==> src/smtia_pkg.sv <==
// Shared types and constants of the thread issue and commit arbiter
package smtia_pkg;
  localparam int CORE_COUNT       = 4;
  localparam int THREADS_PER_CORE = 2;
  localparam int ISSUE_WIDTH      = 4;
  localparam int ERR_WIDTH        = 8;
  localparam int INST_WIDTH       = 32;
  localparam int ADDR_WIDTH       = 64;
  localparam int ASI_WIDTH        = 8;
  localparam int TT_WIDTH         = 9;
  localparam int FTT_WIDTH        = 3;
  // Debug instruction-match register location
  localparam logic [ASI_WIDTH-1:0]  DEBUG_MATCH_ASI = 8'h60;
  localparam logic [ADDR_WIDTH-1:0] DEBUG_MATCH_VA  = 64'h0;
  // Trap type encodings
  localparam logic [TT_WIDTH-1:0]  TT_NONE          = 9'h000;
  localparam logic [TT_WIDTH-1:0]  TT_ILLEGAL_INST  = 9'h010;
  localparam logic [TT_WIDTH-1:0]  TT_FP_OTHER      = 9'h022;
  localparam logic [TT_WIDTH-1:0]  TT_ASYNC_DATA    = 9'h040;
  localparam logic [FTT_WIDTH-1:0] FTT_NONE         = 3'h0;
  localparam logic [FTT_WIDTH-1:0] FTT_UNIMPL_FPOP  = 3'h3;
  // Reset values
  localparam logic [INST_WIDTH-1:0] DEBUG_MATCH_RESET = 32'h0;
  localparam logic [ADDR_WIDTH-1:0] WATCH_RESET       = 64'h0;
  // Arbitrary serial number, not tied to any real part
  localparam logic [ADDR_WIDTH-1:0] SERIAL_DEFAULT    = 64'h0000_0000_5a5a_0001;

  typedef enum logic [2:0] {
    SMTIA_ACTIVE  = 3'b001,
    SMTIA_EMPTY   = 3'b010,
    SMTIA_SUSPEND = 3'b100
  } smtia_thread_state_t;

  typedef struct packed {
    logic                  valid;
    logic                  unimplemented;
    logic                  is_fp;
    logic [INST_WIDTH-1:0] inst;
  } smtia_decode_t;

  typedef struct packed {
    logic                  raise;
    logic [TT_WIDTH-1:0]   tt;
    logic [FTT_WIDTH-1:0]  ftt;
  } smtia_trap_t;

  typedef struct packed {
    logic                  write;
    logic [ASI_WIDTH-1:0]  asi;
    logic [ADDR_WIDTH-1:0] va;
    logic [ADDR_WIDTH-1:0] data;
  } smtia_asi_wr_t;
endpackage : smtia_pkg

==> src/smtia_arbiter.sv <==
`timescale 1ns/10ps
module smtia_arbiter
  import smtia_pkg::*;
#(
  parameter int CORES   = CORE_COUNT,
  parameter int THREADS = CORES * THREADS_PER_CORE
)(
  input  wire logic                        ref_clk_in,
  input  wire logic                        reset_n_in,
  input  wire logic [THREADS-1:0]          thread_run_in,
  input  wire logic [THREADS-1:0]          thread_suspend_in,
  input  wire logic [THREADS-1:0]          thread_resume_in,
  input  wire logic [THREADS-1:0]          issue_req_in,
  input  wire logic [THREADS-1:0]          commit_req_in,
  input  wire logic [CORES-1:0]            async_err_in,
  input  wire logic [THREADS-1:0]          sync_err_in,
  input  wire smtia_decode_t [THREADS-1:0] decode_in,
  input  wire logic                        debug_enable_in,
  input  wire smtia_asi_wr_t               asi_wr_in,
  input  wire logic [THREADS-1:0]          pc_load_in,
  input  wire logic [ADDR_WIDTH-1:0]       pc_value_in,
  output logic [THREADS-1:0]               issue_grant_out,
  output logic [THREADS-1:0]               commit_grant_out,
  output logic [2:0]                       issue_slots_out,
  output logic [CORES-1:0]                 single_thread_out,
  output logic [THREADS-1:0]               resource_pool_out,
  output logic [THREADS-1:0]               async_err_out,
  output smtia_trap_t [THREADS-1:0]        trap_out,
  output smtia_thread_state_t [THREADS-1:0] thread_state_out,
  output logic [ADDR_WIDTH-1:0]            pc_out [THREADS],
  output logic [ADDR_WIDTH-1:0]            npc_out [THREADS],
  output logic [INST_WIDTH-1:0]            debug_match_out,
  output logic [ADDR_WIDTH-1:0]            pa_watch_out,
  output logic [ADDR_WIDTH-1:0]            va_watch_out,
  output logic [ADDR_WIDTH-1:0]            serial_out,
  output logic [CORES-1:0]                 tlb_owner_out
);
  localparam logic [ASI_WIDTH-1:0]  WATCH_ASI  = 8'h58;
  localparam logic [ADDR_WIDTH-1:0] PA_WATCH_VA = 64'h40;
  localparam logic [ADDR_WIDTH-1:0] VA_WATCH_VA = 64'h38;
  localparam logic [2:0]            SLOTS = 3'h4;

  logic [INST_WIDTH-1:0] debug_match_reg;
  logic [ADDR_WIDTH-1:0] pa_watch_reg;
  logic [ADDR_WIDTH-1:0] va_watch_reg;
  // Module-wide shared copies
  always_ff @(posedge ref_clk_in or negedge reset_n_in) begin
    if (!reset_n_in) begin
      debug_match_reg <= DEBUG_MATCH_RESET;
      pa_watch_reg    <= WATCH_RESET;
      va_watch_reg    <= WATCH_RESET;
    end else if (asi_wr_in.write) begin
      if (asi_wr_in.asi == DEBUG_MATCH_ASI && asi_wr_in.va == DEBUG_MATCH_VA) begin
        debug_match_reg <= asi_wr_in.data[INST_WIDTH-1:0];
      end
      if (asi_wr_in.asi == WATCH_ASI && asi_wr_in.va == PA_WATCH_VA) begin
        pa_watch_reg <= asi_wr_in.data;
      end
      if (asi_wr_in.asi == WATCH_ASI && asi_wr_in.va == VA_WATCH_VA) begin
        va_watch_reg <= asi_wr_in.data;
      end
    end
  end

  assign debug_match_out = debug_match_reg;
  assign pa_watch_out    = pa_watch_reg;
  assign va_watch_out    = va_watch_reg;
  assign serial_out      = SERIAL_DEFAULT;
  assign issue_slots_out = SLOTS;

  genvar t;
  generate
    for (t = 0; t < THREADS; t++) begin : g_thread
      smtia_thread_state_t state_reg;
      logic [ADDR_WIDTH-1:0] pc_reg;
      logic [ADDR_WIDTH-1:0] npc_reg;

      // Suspend wins over resume when both arrive together
      always_ff @(posedge ref_clk_in or negedge reset_n_in) begin
        if (!reset_n_in) begin
          state_reg <= SMTIA_EMPTY;
        end else begin
          unique case (state_reg)
            SMTIA_ACTIVE: begin
              if (thread_suspend_in[t]) state_reg <= SMTIA_SUSPEND;
              else if (!thread_run_in[t]) state_reg <= SMTIA_EMPTY;
            end
            SMTIA_EMPTY: begin
              if (thread_suspend_in[t]) state_reg <= SMTIA_SUSPEND;
              else if (thread_run_in[t]) state_reg <= SMTIA_ACTIVE;
            end
            SMTIA_SUSPEND: begin
              if (thread_resume_in[t] && !thread_suspend_in[t]) state_reg <= SMTIA_EMPTY;
            end
            default: state_reg <= SMTIA_EMPTY;
          endcase
        end
      end

      // Private program counter pair per thread
      always_ff @(posedge ref_clk_in or negedge reset_n_in) begin
        if (!reset_n_in) begin
          pc_reg  <= WATCH_RESET;
          npc_reg <= WATCH_RESET;
        end else if (pc_load_in[t]) begin
          pc_reg  <= pc_value_in;
          npc_reg <= pc_value_in + 64'h4;
        end else if (commit_grant_out[t]) begin
          pc_reg  <= npc_reg;
          npc_reg <= npc_reg + 64'h4;
        end
      end

      assign thread_state_out[t] = state_reg;
      assign pc_out[t]           = pc_reg;
      assign npc_out[t]          = npc_reg;

      smtia_trap_check u_trap (
        .ref_clk_in      (ref_clk_in),
        .reset_n_in      (reset_n_in),
        .decode_in       (decode_in[t]),
        .debug_enable_in (debug_enable_in),
        .debug_match_in  (debug_match_reg),
        .trap_out        (trap_out[t])
      );
    end
  endgenerate

  genvar c;
  generate
    for (c = 0; c < CORES; c++) begin : g_core
      logic act0;
      logic act1;
      logic susp0;
      logic susp1;
      logic single;
      logic pick1;
      logic turn_reg;
      logic [1:0] err_reg;

      assign act0   = thread_state_out[2*c]   == SMTIA_ACTIVE;
      assign act1   = thread_state_out[2*c+1] == SMTIA_ACTIVE;
      assign susp0  = thread_state_out[2*c]   == SMTIA_SUSPEND;
      assign susp1  = thread_state_out[2*c+1] == SMTIA_SUSPEND;
      assign single = susp0 || susp1;

      // Alternate only when both run; otherwise the lone thread owns every cycle
      always_comb begin
        if (act0 && act1 && !single) begin
          pick1 = turn_reg;
        end else begin
          pick1 = act1 && !act0;
        end
      end

      always_ff @(posedge ref_clk_in or negedge reset_n_in) begin
        if (!reset_n_in) begin
          turn_reg <= 1'b0;
        end else if (act0 && act1 && !single) begin
          turn_reg <= ~turn_reg;
        end else begin
          turn_reg <= 1'b0;
        end
      end

      // At most one issue grant and one commit grant per core per cycle
      assign issue_grant_out[2*c]    = act0 && !pick1 && issue_req_in[2*c];
      assign issue_grant_out[2*c+1]  = act1 && pick1 && issue_req_in[2*c+1];
      assign commit_grant_out[2*c]   = act0 && !pick1 && commit_req_in[2*c];
      assign commit_grant_out[2*c+1] = act1 && pick1 && commit_req_in[2*c+1];

      assign single_thread_out[c]       = single;
      assign resource_pool_out[2*c]     = single && !susp0;
      assign resource_pool_out[2*c+1]   = single && !susp1;
      assign tlb_owner_out[c]           = pick1;

      // Core error goes to both threads of that core
      always_ff @(posedge ref_clk_in or negedge reset_n_in) begin
        if (!reset_n_in) begin
          err_reg <= 2'h0;
        end else begin
          err_reg[0] <= async_err_in[c] || sync_err_in[2*c];
          err_reg[1] <= async_err_in[c] || sync_err_in[2*c+1];
        end
      end

      assign async_err_out[2*c+1:2*c] = err_reg;
    end
  endgenerate
endmodule : smtia_arbiter

==> src/smtia_trap_check.sv <==
`timescale 1ns/10ps
// Per-thread trap decision for unimplemented and debug-matched instructions
module smtia_trap_check
  import smtia_pkg::*;
(
  input  wire logic                  ref_clk_in,
  input  wire logic                  reset_n_in,
  input  wire smtia_decode_t         decode_in,
  input  wire logic                  debug_enable_in,
  input  wire logic [INST_WIDTH-1:0] debug_match_in,
  output smtia_trap_t                trap_out
);
  smtia_trap_t trap_next;

  always_comb begin
    trap_next = '{raise: 1'b0, tt: TT_NONE, ftt: FTT_NONE};
    if (decode_in.valid) begin
      if (debug_enable_in && decode_in.inst == debug_match_in) begin
        trap_next = '{raise: 1'b1, tt: TT_ILLEGAL_INST, ftt: FTT_NONE};
      end else if (decode_in.unimplemented && decode_in.is_fp) begin
        trap_next = '{raise: 1'b1, tt: TT_FP_OTHER, ftt: FTT_UNIMPL_FPOP};
      end else if (decode_in.unimplemented) begin
        trap_next = '{raise: 1'b1, tt: TT_ILLEGAL_INST, ftt: FTT_NONE};
      end
    end
  end

  // Only three trap codes can leave here, so the excluded traps never occur
  always_ff @(posedge ref_clk_in or negedge reset_n_in) begin
    if (!reset_n_in) begin
      trap_out <= '{raise: 1'b0, tt: TT_NONE, ftt: FTT_NONE};
    end else begin
      trap_out <= trap_next;
    end
  end
endmodule : smtia_trap_check

==> config.mk <==
export PLATFORM = sky130hd
export DESIGN_NAME = smtia_arbiter
export DESIGN_NICKNAME = d
export VERILOG_FILES = /design/src/smtia_pkg.sv /design/src/smtia_arbiter.sv /design/src/smtia_trap_check.sv
export SDC_FILE = /design/constraint.sdc
export NUM_CORES = 2
export LEC_CHECK = 0
export ABC_CLOCK_PERIOD_IN_PS = 2760
export CORE_AREA = 4 4 755 757
export DETAILED_ROUTE_END_ITERATION = 7
export DIE_AREA = 0 0 759 761
export DONT_BUFFER_PORTS = 1
export PLACE_DENSITY = 0.35
export SETUP_SLACK_MARGIN = 0.5
export SLEW_MARGIN = 5
export SYNTH_ARGS = -nofsm -noshare
export SYNTH_HDL_FRONTEND = slang
export SYNTH_HIERARCHICAL = 1
export SYNTH_SLANG_ARGS = --single-unit
==> constraint.sdc <==
create_clock -name ref_clk_in -period 2.76 [get_ports ref_clk_in]
set_input_delay 0.69 -clock ref_clk_in [delete_from_list [all_inputs] [get_ports ref_clk_in]]
set_output_delay 0.69 -clock ref_clk_in [all_outputs]
set_load 0.1 [all_outputs]
# Yosys cells after proc, flatten, opt, wreduce, memory -nomap -nowiden
# Index checks and enable logic that the tools add are counted.
dict set report totals {
  regBits 1324
  in_bits 544
  out_inout_bits 1419
  wordCells 383
}
dict set report classes {
  n_addsub 9
  eq_ne 60
  mux 120
  n_bitwise 4
  reduce_logical 131
}
# operator n
set ops {}
lappend ops {{64-bit 2-to-1 mux} 32}
lappend ops {{64-bit by 3-bit adder with 64-bit output (second input constant)} 9}
lappend ops {{13-bit 2-to-1 mux} 32}
lappend ops {{32-bit equality test} 8}
lappend ops {{3-bit 2-to-1 mux} 40}
lappend ops {{3-bit case mux with 3 select lines} 8}
lappend ops {{1-bit logical AND} 71}
lappend ops {{64-bit by 6-bit equality test with 1-bit output (second input constant)} 1}
lappend ops {{64-bit by 7-bit equality test with 1-bit output (second input constant)} 1}
lappend ops {{64-bit zero test} 1}
lappend ops {{3-bit inequality test (second input constant)} 16}
lappend ops {{1-bit zero test} 28}
lappend ops {{3-bit by 1-bit equality test with 1-bit output (second input constant)} 8}
lappend ops {{3-bit by 2-bit equality test with 1-bit output (second input constant)} 8}
lappend ops {{3-bit equality test (second input constant)} 8}
lappend ops {{3-bit AND reduction} 8}
lappend ops {{8-bit by 7-bit equality test with 1-bit output (second input constant)} 2}
lappend ops {{2-bit by 1-bit inequality test with 1-bit output (second input constant)} 8}
lappend ops {{2-bit nonzero test} 8}
lappend ops {{1-bit logical OR} 12}
lappend ops {{1-bit 2-to-1 mux} 8}
lappend ops {{2-bit AND reduction} 3}
lappend ops {{1-bit NOT} 4}

# Longest topological paths before layout
dict set report logic_depth {
  word_depth 10
  ltp_mapped 10
  mapped_depth_nobuf 7
}

# Cells and area by module
# Netlist, hierarchy kept.
# mod instances cells_per_inst area_per_inst_um2
set modules_own_cells {}
lappend modules_own_cells {smtia_arbiter 1 6321 62075.8}
lappend modules_own_cells {smtia_trap_check 8 62 539.3}

# Worst setup path after synthesis
# No wires, ideal clock.
dict set report synth_path {
  path_type {flip-flop to output port}
  from {register g_thread[0].state_reg[0]}
  to {output port issue_grant_out[0]}
  arrival_time_ps 3924
  t_required_ps 2070
  path_slack_ps -1854
  path_stages_with_launch 4
  path_buffers 1
  cell_sequence {dfrtp_1 > buf_2 > or3b_2 > nor3b_1}
}
dict set report synth_via {
  elab_chain_cells 8
  word_cells_on_any_way 12
  cone_classes {eq/ne: 2; mux: 1; reduce/logical: 9}
}
# item line_no
set synth_lines {}
lappend synth_lines {{from (decl)} smtia_arbiter.sv:74} ;# smtia_thread_state_t state_reg;
lappend synth_lines {{from (signal assigned)} smtia_arbiter.sv:81} ;# state_reg <= SMTIA_EMPTY;
lappend synth_lines {{from (signal assigned)} smtia_arbiter.sv:85} ;# if (thread_suspend_in[t]) state_reg <= SMTIA_SUSPEND;
lappend synth_lines {{from (signal assigned)} smtia_arbiter.sv:86} ;# else if (!thread_run_in[t]) state_reg <= SMTIA_EMPTY;
lappend synth_lines {{3-bit equality test} smtia_arbiter.sv:143} ;# assign susp0 = thread_state_out[2*c] == SMTIA_SUSPEND;
lappend synth_lines {{1-bit logical OR} smtia_arbiter.sv:145} ;# assign single = susp0 || susp1;
lappend synth_lines {{1-bit zero test} smtia_arbiter.sv:149} ;# if (act0 && act1 && !single) begin
lappend synth_lines {{1-bit logical AND} smtia_arbiter.sv:149}
lappend synth_lines {{1-bit 2-to-1 mux} smtia_arbiter.sv:149}
lappend synth_lines {{1-bit zero test} smtia_arbiter.sv:167} ;# assign issue_grant_out[2*c] = act0 && !pick1 && issue_req_in[2*c];
lappend synth_lines {{1-bit logical AND (*) (2 in a row)} smtia_arbiter.sv:167}
lappend synth_lines {{to (decl)} smtia_arbiter.sv:22} ;# output logic [THREADS-1:0] issue_grant_out,
# Mark *: on every way between the ends. The rest lies on a longest branch, timed or not.

# Worst setup path after layout
dict set report layout_path {
  from {register g_thread[4].state_reg[1]}
  to {output port commit_grant_out[5]}
}
dict set report layout_via {
  elab_chain_cells 7
  word_cells_on_any_way 11
  cone_classes {eq/ne: 2; mux: 1; reduce/logical: 8}
}
# item line_no
set layout_lines {}
lappend layout_lines {{from (decl)} smtia_arbiter.sv:74}
lappend layout_lines {{from (signal assigned)} smtia_arbiter.sv:81}
lappend layout_lines {{from (signal assigned)} smtia_arbiter.sv:85}
lappend layout_lines {{from (signal assigned)} smtia_arbiter.sv:86}
lappend layout_lines {{3-bit equality test} smtia_arbiter.sv:143}
lappend layout_lines {{1-bit logical OR} smtia_arbiter.sv:145}
lappend layout_lines {{1-bit zero test} smtia_arbiter.sv:149}
lappend layout_lines {{1-bit logical AND} smtia_arbiter.sv:149}
lappend layout_lines {{1-bit 2-to-1 mux (*)} smtia_arbiter.sv:149}
lappend layout_lines {{1-bit logical AND (*) (2 in a row)} smtia_arbiter.sv:170} ;# assign commit_grant_out[2*c+1] = act1 && pick1 && commit_req_in[2*c+1];
lappend layout_lines {{to (decl)} smtia_arbiter.sv:23} ;# output logic [THREADS-1:0] commit_grant_out,
# Marked as above.

==> results.md <==
- Max-cap violations in this run came to 0.
- The measured slew at the worst slew-check pin is 1270 ps.
- The final hold slack is -575.5 ps.
- The routed wirelength normalized by instance count is about 38 um.
- The leading area contributor after synthesis is dfrtp_1.
- In the final layout, the multi-input gates occupy roughly 36000 um2.
- On the final layout, the worst clock skew is ~85 ps.
- Wires add up to around 600000 um.
- The number of endpoints with negative hold slack in the final report is around 400.
- The cell area that synthesis handed to floorplanning was approximately 66000 um2.
- The number of filler cells placed in the layout is between 60000 and 70000.
- The fraction of registers with async set/reset is 1.000.
- The arrival time of the worst setup path is approximately 2700 ps.
- The floorplan row count is ~280.
- The class of the worst hold path is input pin to asynchronous set/reset pin.
- Counting the buffers created by CTS gives between 150 and 200.
- The share of layout cells above drive strength 1 is 0.3329.
- The residual overflow from global routing is 0.
- Setup violations remaining at the end of the flow were counted as 43.
- In this run the power density over the cells is between 700 and 800 nW/um2.
- Setup repair after global routing could not meet its margin everywhere.
- The area growth from synthesis to final layout is 55.99%.
- For this configuration, the core starts out at a cell density of 0.1178.
- Using the TritonRoute via totals, the vias-per-cell ratio works out to between 3 and 4.
- The average cell area after synthesis is 9.739 um2.
- The buffer levels on the longest clock path is 4.
- Registers take roughly 32000 um2.
- The TritonCTS clock tree is yes.
- At the end of routability-driven placement, the weighted congestion stood at 0.9891.
- Measured against its own limit, the worst slew margin works out to 0.1507.
- The clock root buffer is clkbuf_16.
- The number of slew-limit violations in the final report is 0.
- The via count of the first global-routing pass was around 61000.
- The first global-routing pass estimated ~750000 um of wire.
- The number of cells after detailed placement is 15300.
- The kind of start point of the critical path is a register.
- The core area is 563600 um2.
- The synthesized design contains 0 enable-type register cells.
- The maximum fanout count along the critical path is 8.
- The worst flop-to-flop path endpoint is g_thread[5].npc_reg[57].
- The cell count after synthesis is about 6800.
- The clock latency reported for the late side of the worst-skew pair is 940 ps.
- The maximum clock frequency is roughly 290 MHz.
- The width of the chip is between 700 and 800 um.
- The portion of synthesized cell area occupied by the leading cell type is 0.4659.
- The number of DRC violations after detailed-routing iteration 0 is ~6000.
- After layout, the worst setup slack is -658.3 ps.
- For this run, design rule violations remaining after detail routing come to 0.
- In the layout the commonest cells are 1250 x buf_4, 1017 x nand2_1, 894 x dfrtp_1.
- During I/O placement, the number of pins put on the boundary was between 1500 and 2000.
- The final reports fail on hold timing, setup timing.
- Once placement finished, the instance area stood at 89010 um2.
- The leakage power is ~44 nW.
- The portion of the clock cycle consumed by the worst path in the final layout is 1.239.
- The number of antenna violations at the first check in global routing was 142.
- In this run the critical register-to-register path is launched from g_thread[4].state_reg[1].
- The pin count of the biggest net entering global routing is roughly 230.
- In this run, synthesis produced a sequential element count of between 1000 and 1500.
- The detail route stage leaves a number of antenna-violating nets equal to 0.
- The part of the Yosys area used for sequential elements is 0.4690.
- The setup slack on the worst flop-to-flop path is -70 ps.
- The startpoint-to-endpoint class of the critical path is register to output port.
- The endpoint class of the critical path is an output port.
- The depth of the most critical reg-to-reg path is 10.
- The overall track demand over capacity in global routing is 0.2011.
- The power after layout is ~76 mW.
- The required arrival time at the worst endpoint is between 2000 and 2500 ps.
- The clock sink total is 1244.
- Detailed routing inserted a total of between 60000 and 70000 vias.
- The distinct cell type count of the synthesized netlist is slightly below 60.
- Buffers placed on the I/O ports in this run total 0.
- The final layout contains 8965 nets.
- The die covers 577600 um2.
- After synthesis, the cell types taking the most area are dfrtp_1 47%, mux2i_1 9.6%, xnor2_1 7.1%.
- The post-route minimum period is roughly 3400 ps.
- The flow ran to the end, but the final reports show violations.
- From bottom edge to top edge, the die measures 761 um.
- The clock-pin slew of the registers on the worst-case setup and hold paths is 70 ps.
- During synthesis, Yosys emitted a total of 6 warnings.
- The library cell used most frequently in the layout, excluding fill and tap cells, is buf_4.
- The worst-case IR drop observed on VDD is about 0.00052 V.
- Once layout is complete, the cells apart from fillers number about 16000.
- The H-tree was split into 4 levels.
- The finished cells cover 103600 um2.
- The sum of net half-perimeters after detailed placement is approximately 450000 um.
- The iteration count of the initial detailed-routing pass is 6.
- In the synthesized netlist the dominant register cell turns out to be dfrtp_1.
[worst max-delay path: stages (launching register included)]
cell	delay, ps
dfstp_4	470
or4b_4	660
nand3_4	220
inv_6	70
buf_8	140
buf_16	170
[where the power goes]
group          total (mW)  switching, mW  internal, mW
clock                24.7           10.5          14.1
combinational        26.9           20.7          6.16
sequential           24.0           3.85          20.1
total                75.5           35.1          40.4
[metal layers]
layer,share of wire,vias to the layer above,wire (um),track usage
met2,0.50,3405,305200,0.3490
met5,0.00029,-,181,0.0001653
met4,0.070,28,42820,0.1248
li1,-,26900,-,-
met1,0.35,33030,218100,0.2135
met3,0.079,894,48900,0.06016
[cell families after synthesis]
group,Yosys count,share of synthesized area
simple gates,2360,0.1746
buf+inv,639,0.04695
other cells,10,0.0005654
xor+xnor,811,0.1070
fa+ha+maj,9,0.001696
flops,1244,0.4690
mux,835,0.1296
compound gates,909,0.07054
[synthesized netlist by cell type (all sizes together), types with 3 or more instances]
cell     count
mux2       199
o21a        25
dfstp        8
nand2     1023
and2        23
or4         22
dfrtp     1236
or3         15
inv         81
or4b         4
buf        249
nand3      218
nor3       200
o21ai      787
xor2       271
nor4b       19
or2         23
a21oi       77
conb        10
o2bb2ai      8
mux2i      636
nand2b      10
and4        36
nor3b       18
ha           9
nand4bb      6
xnor2      540
nor2       233
clkbuf     307
and3        79
nor2b       10
o32a         3
nand4b       3
or3b         5
nand4      239
nor4       171
[cell type report]
class,count,share of cell area
flip-flops and latches,1244,0.3083
repair buffers,1857,0.1903
well taps,7506,0.09068
clock buffers,269,0.05029
multi-input cells,5047,0.3455
clock inverters,61,0.007950
inverters,83,0.003504
diodes,143,0.003455
[worst max-delay path by stage]
| stage | start | endpoint | slack, ps | cells past startpoint |
|---|---|---|---|---|
| after global routing | g_thread[4].state_reg[1] | commit_grant_out[5] | -790 | 5 |
| after global placement | reset_n_in | g_thread[5].npc_reg[17] | -1830 | 4 |
| after detailed placement | reset_n_in | g_thread[5].npc_reg[17] | -1420 | 4 |
| after CTS | g_thread[4].state_reg[2] | commit_grant_out[5] | -860 | 5 |
| after floorplan | asi_wr_in[83] | va_watch_out[3] | -160 | 6 |
| final | g_thread[4].state_reg[1] | commit_grant_out[5] | -660 | 5 |
[metrics by stage]
step                      TNS [ps]  worst slack (ps)    util
after floorplan             -15880            -158.1       -
after global placement     -589360             -1828  0.1579
after detailed placement   -446000             -1424  0.1579
after CTS                   -16450            -861.1  0.1803
after global routing        -17380            -787.7  0.1834
final                       -11950            -658.3  0.1838
[repair_timing]
action,CTS,global route
setup buffers,84,46
endpoints found under the setup margin,2302,2186
gates resized for setup,384,156
hold buffers,275,13
gates cloned,11,7
hold endpoints to repair,1569,789
pin swaps,73,80
Note: power is estimated with default switching activity, not from simulation.
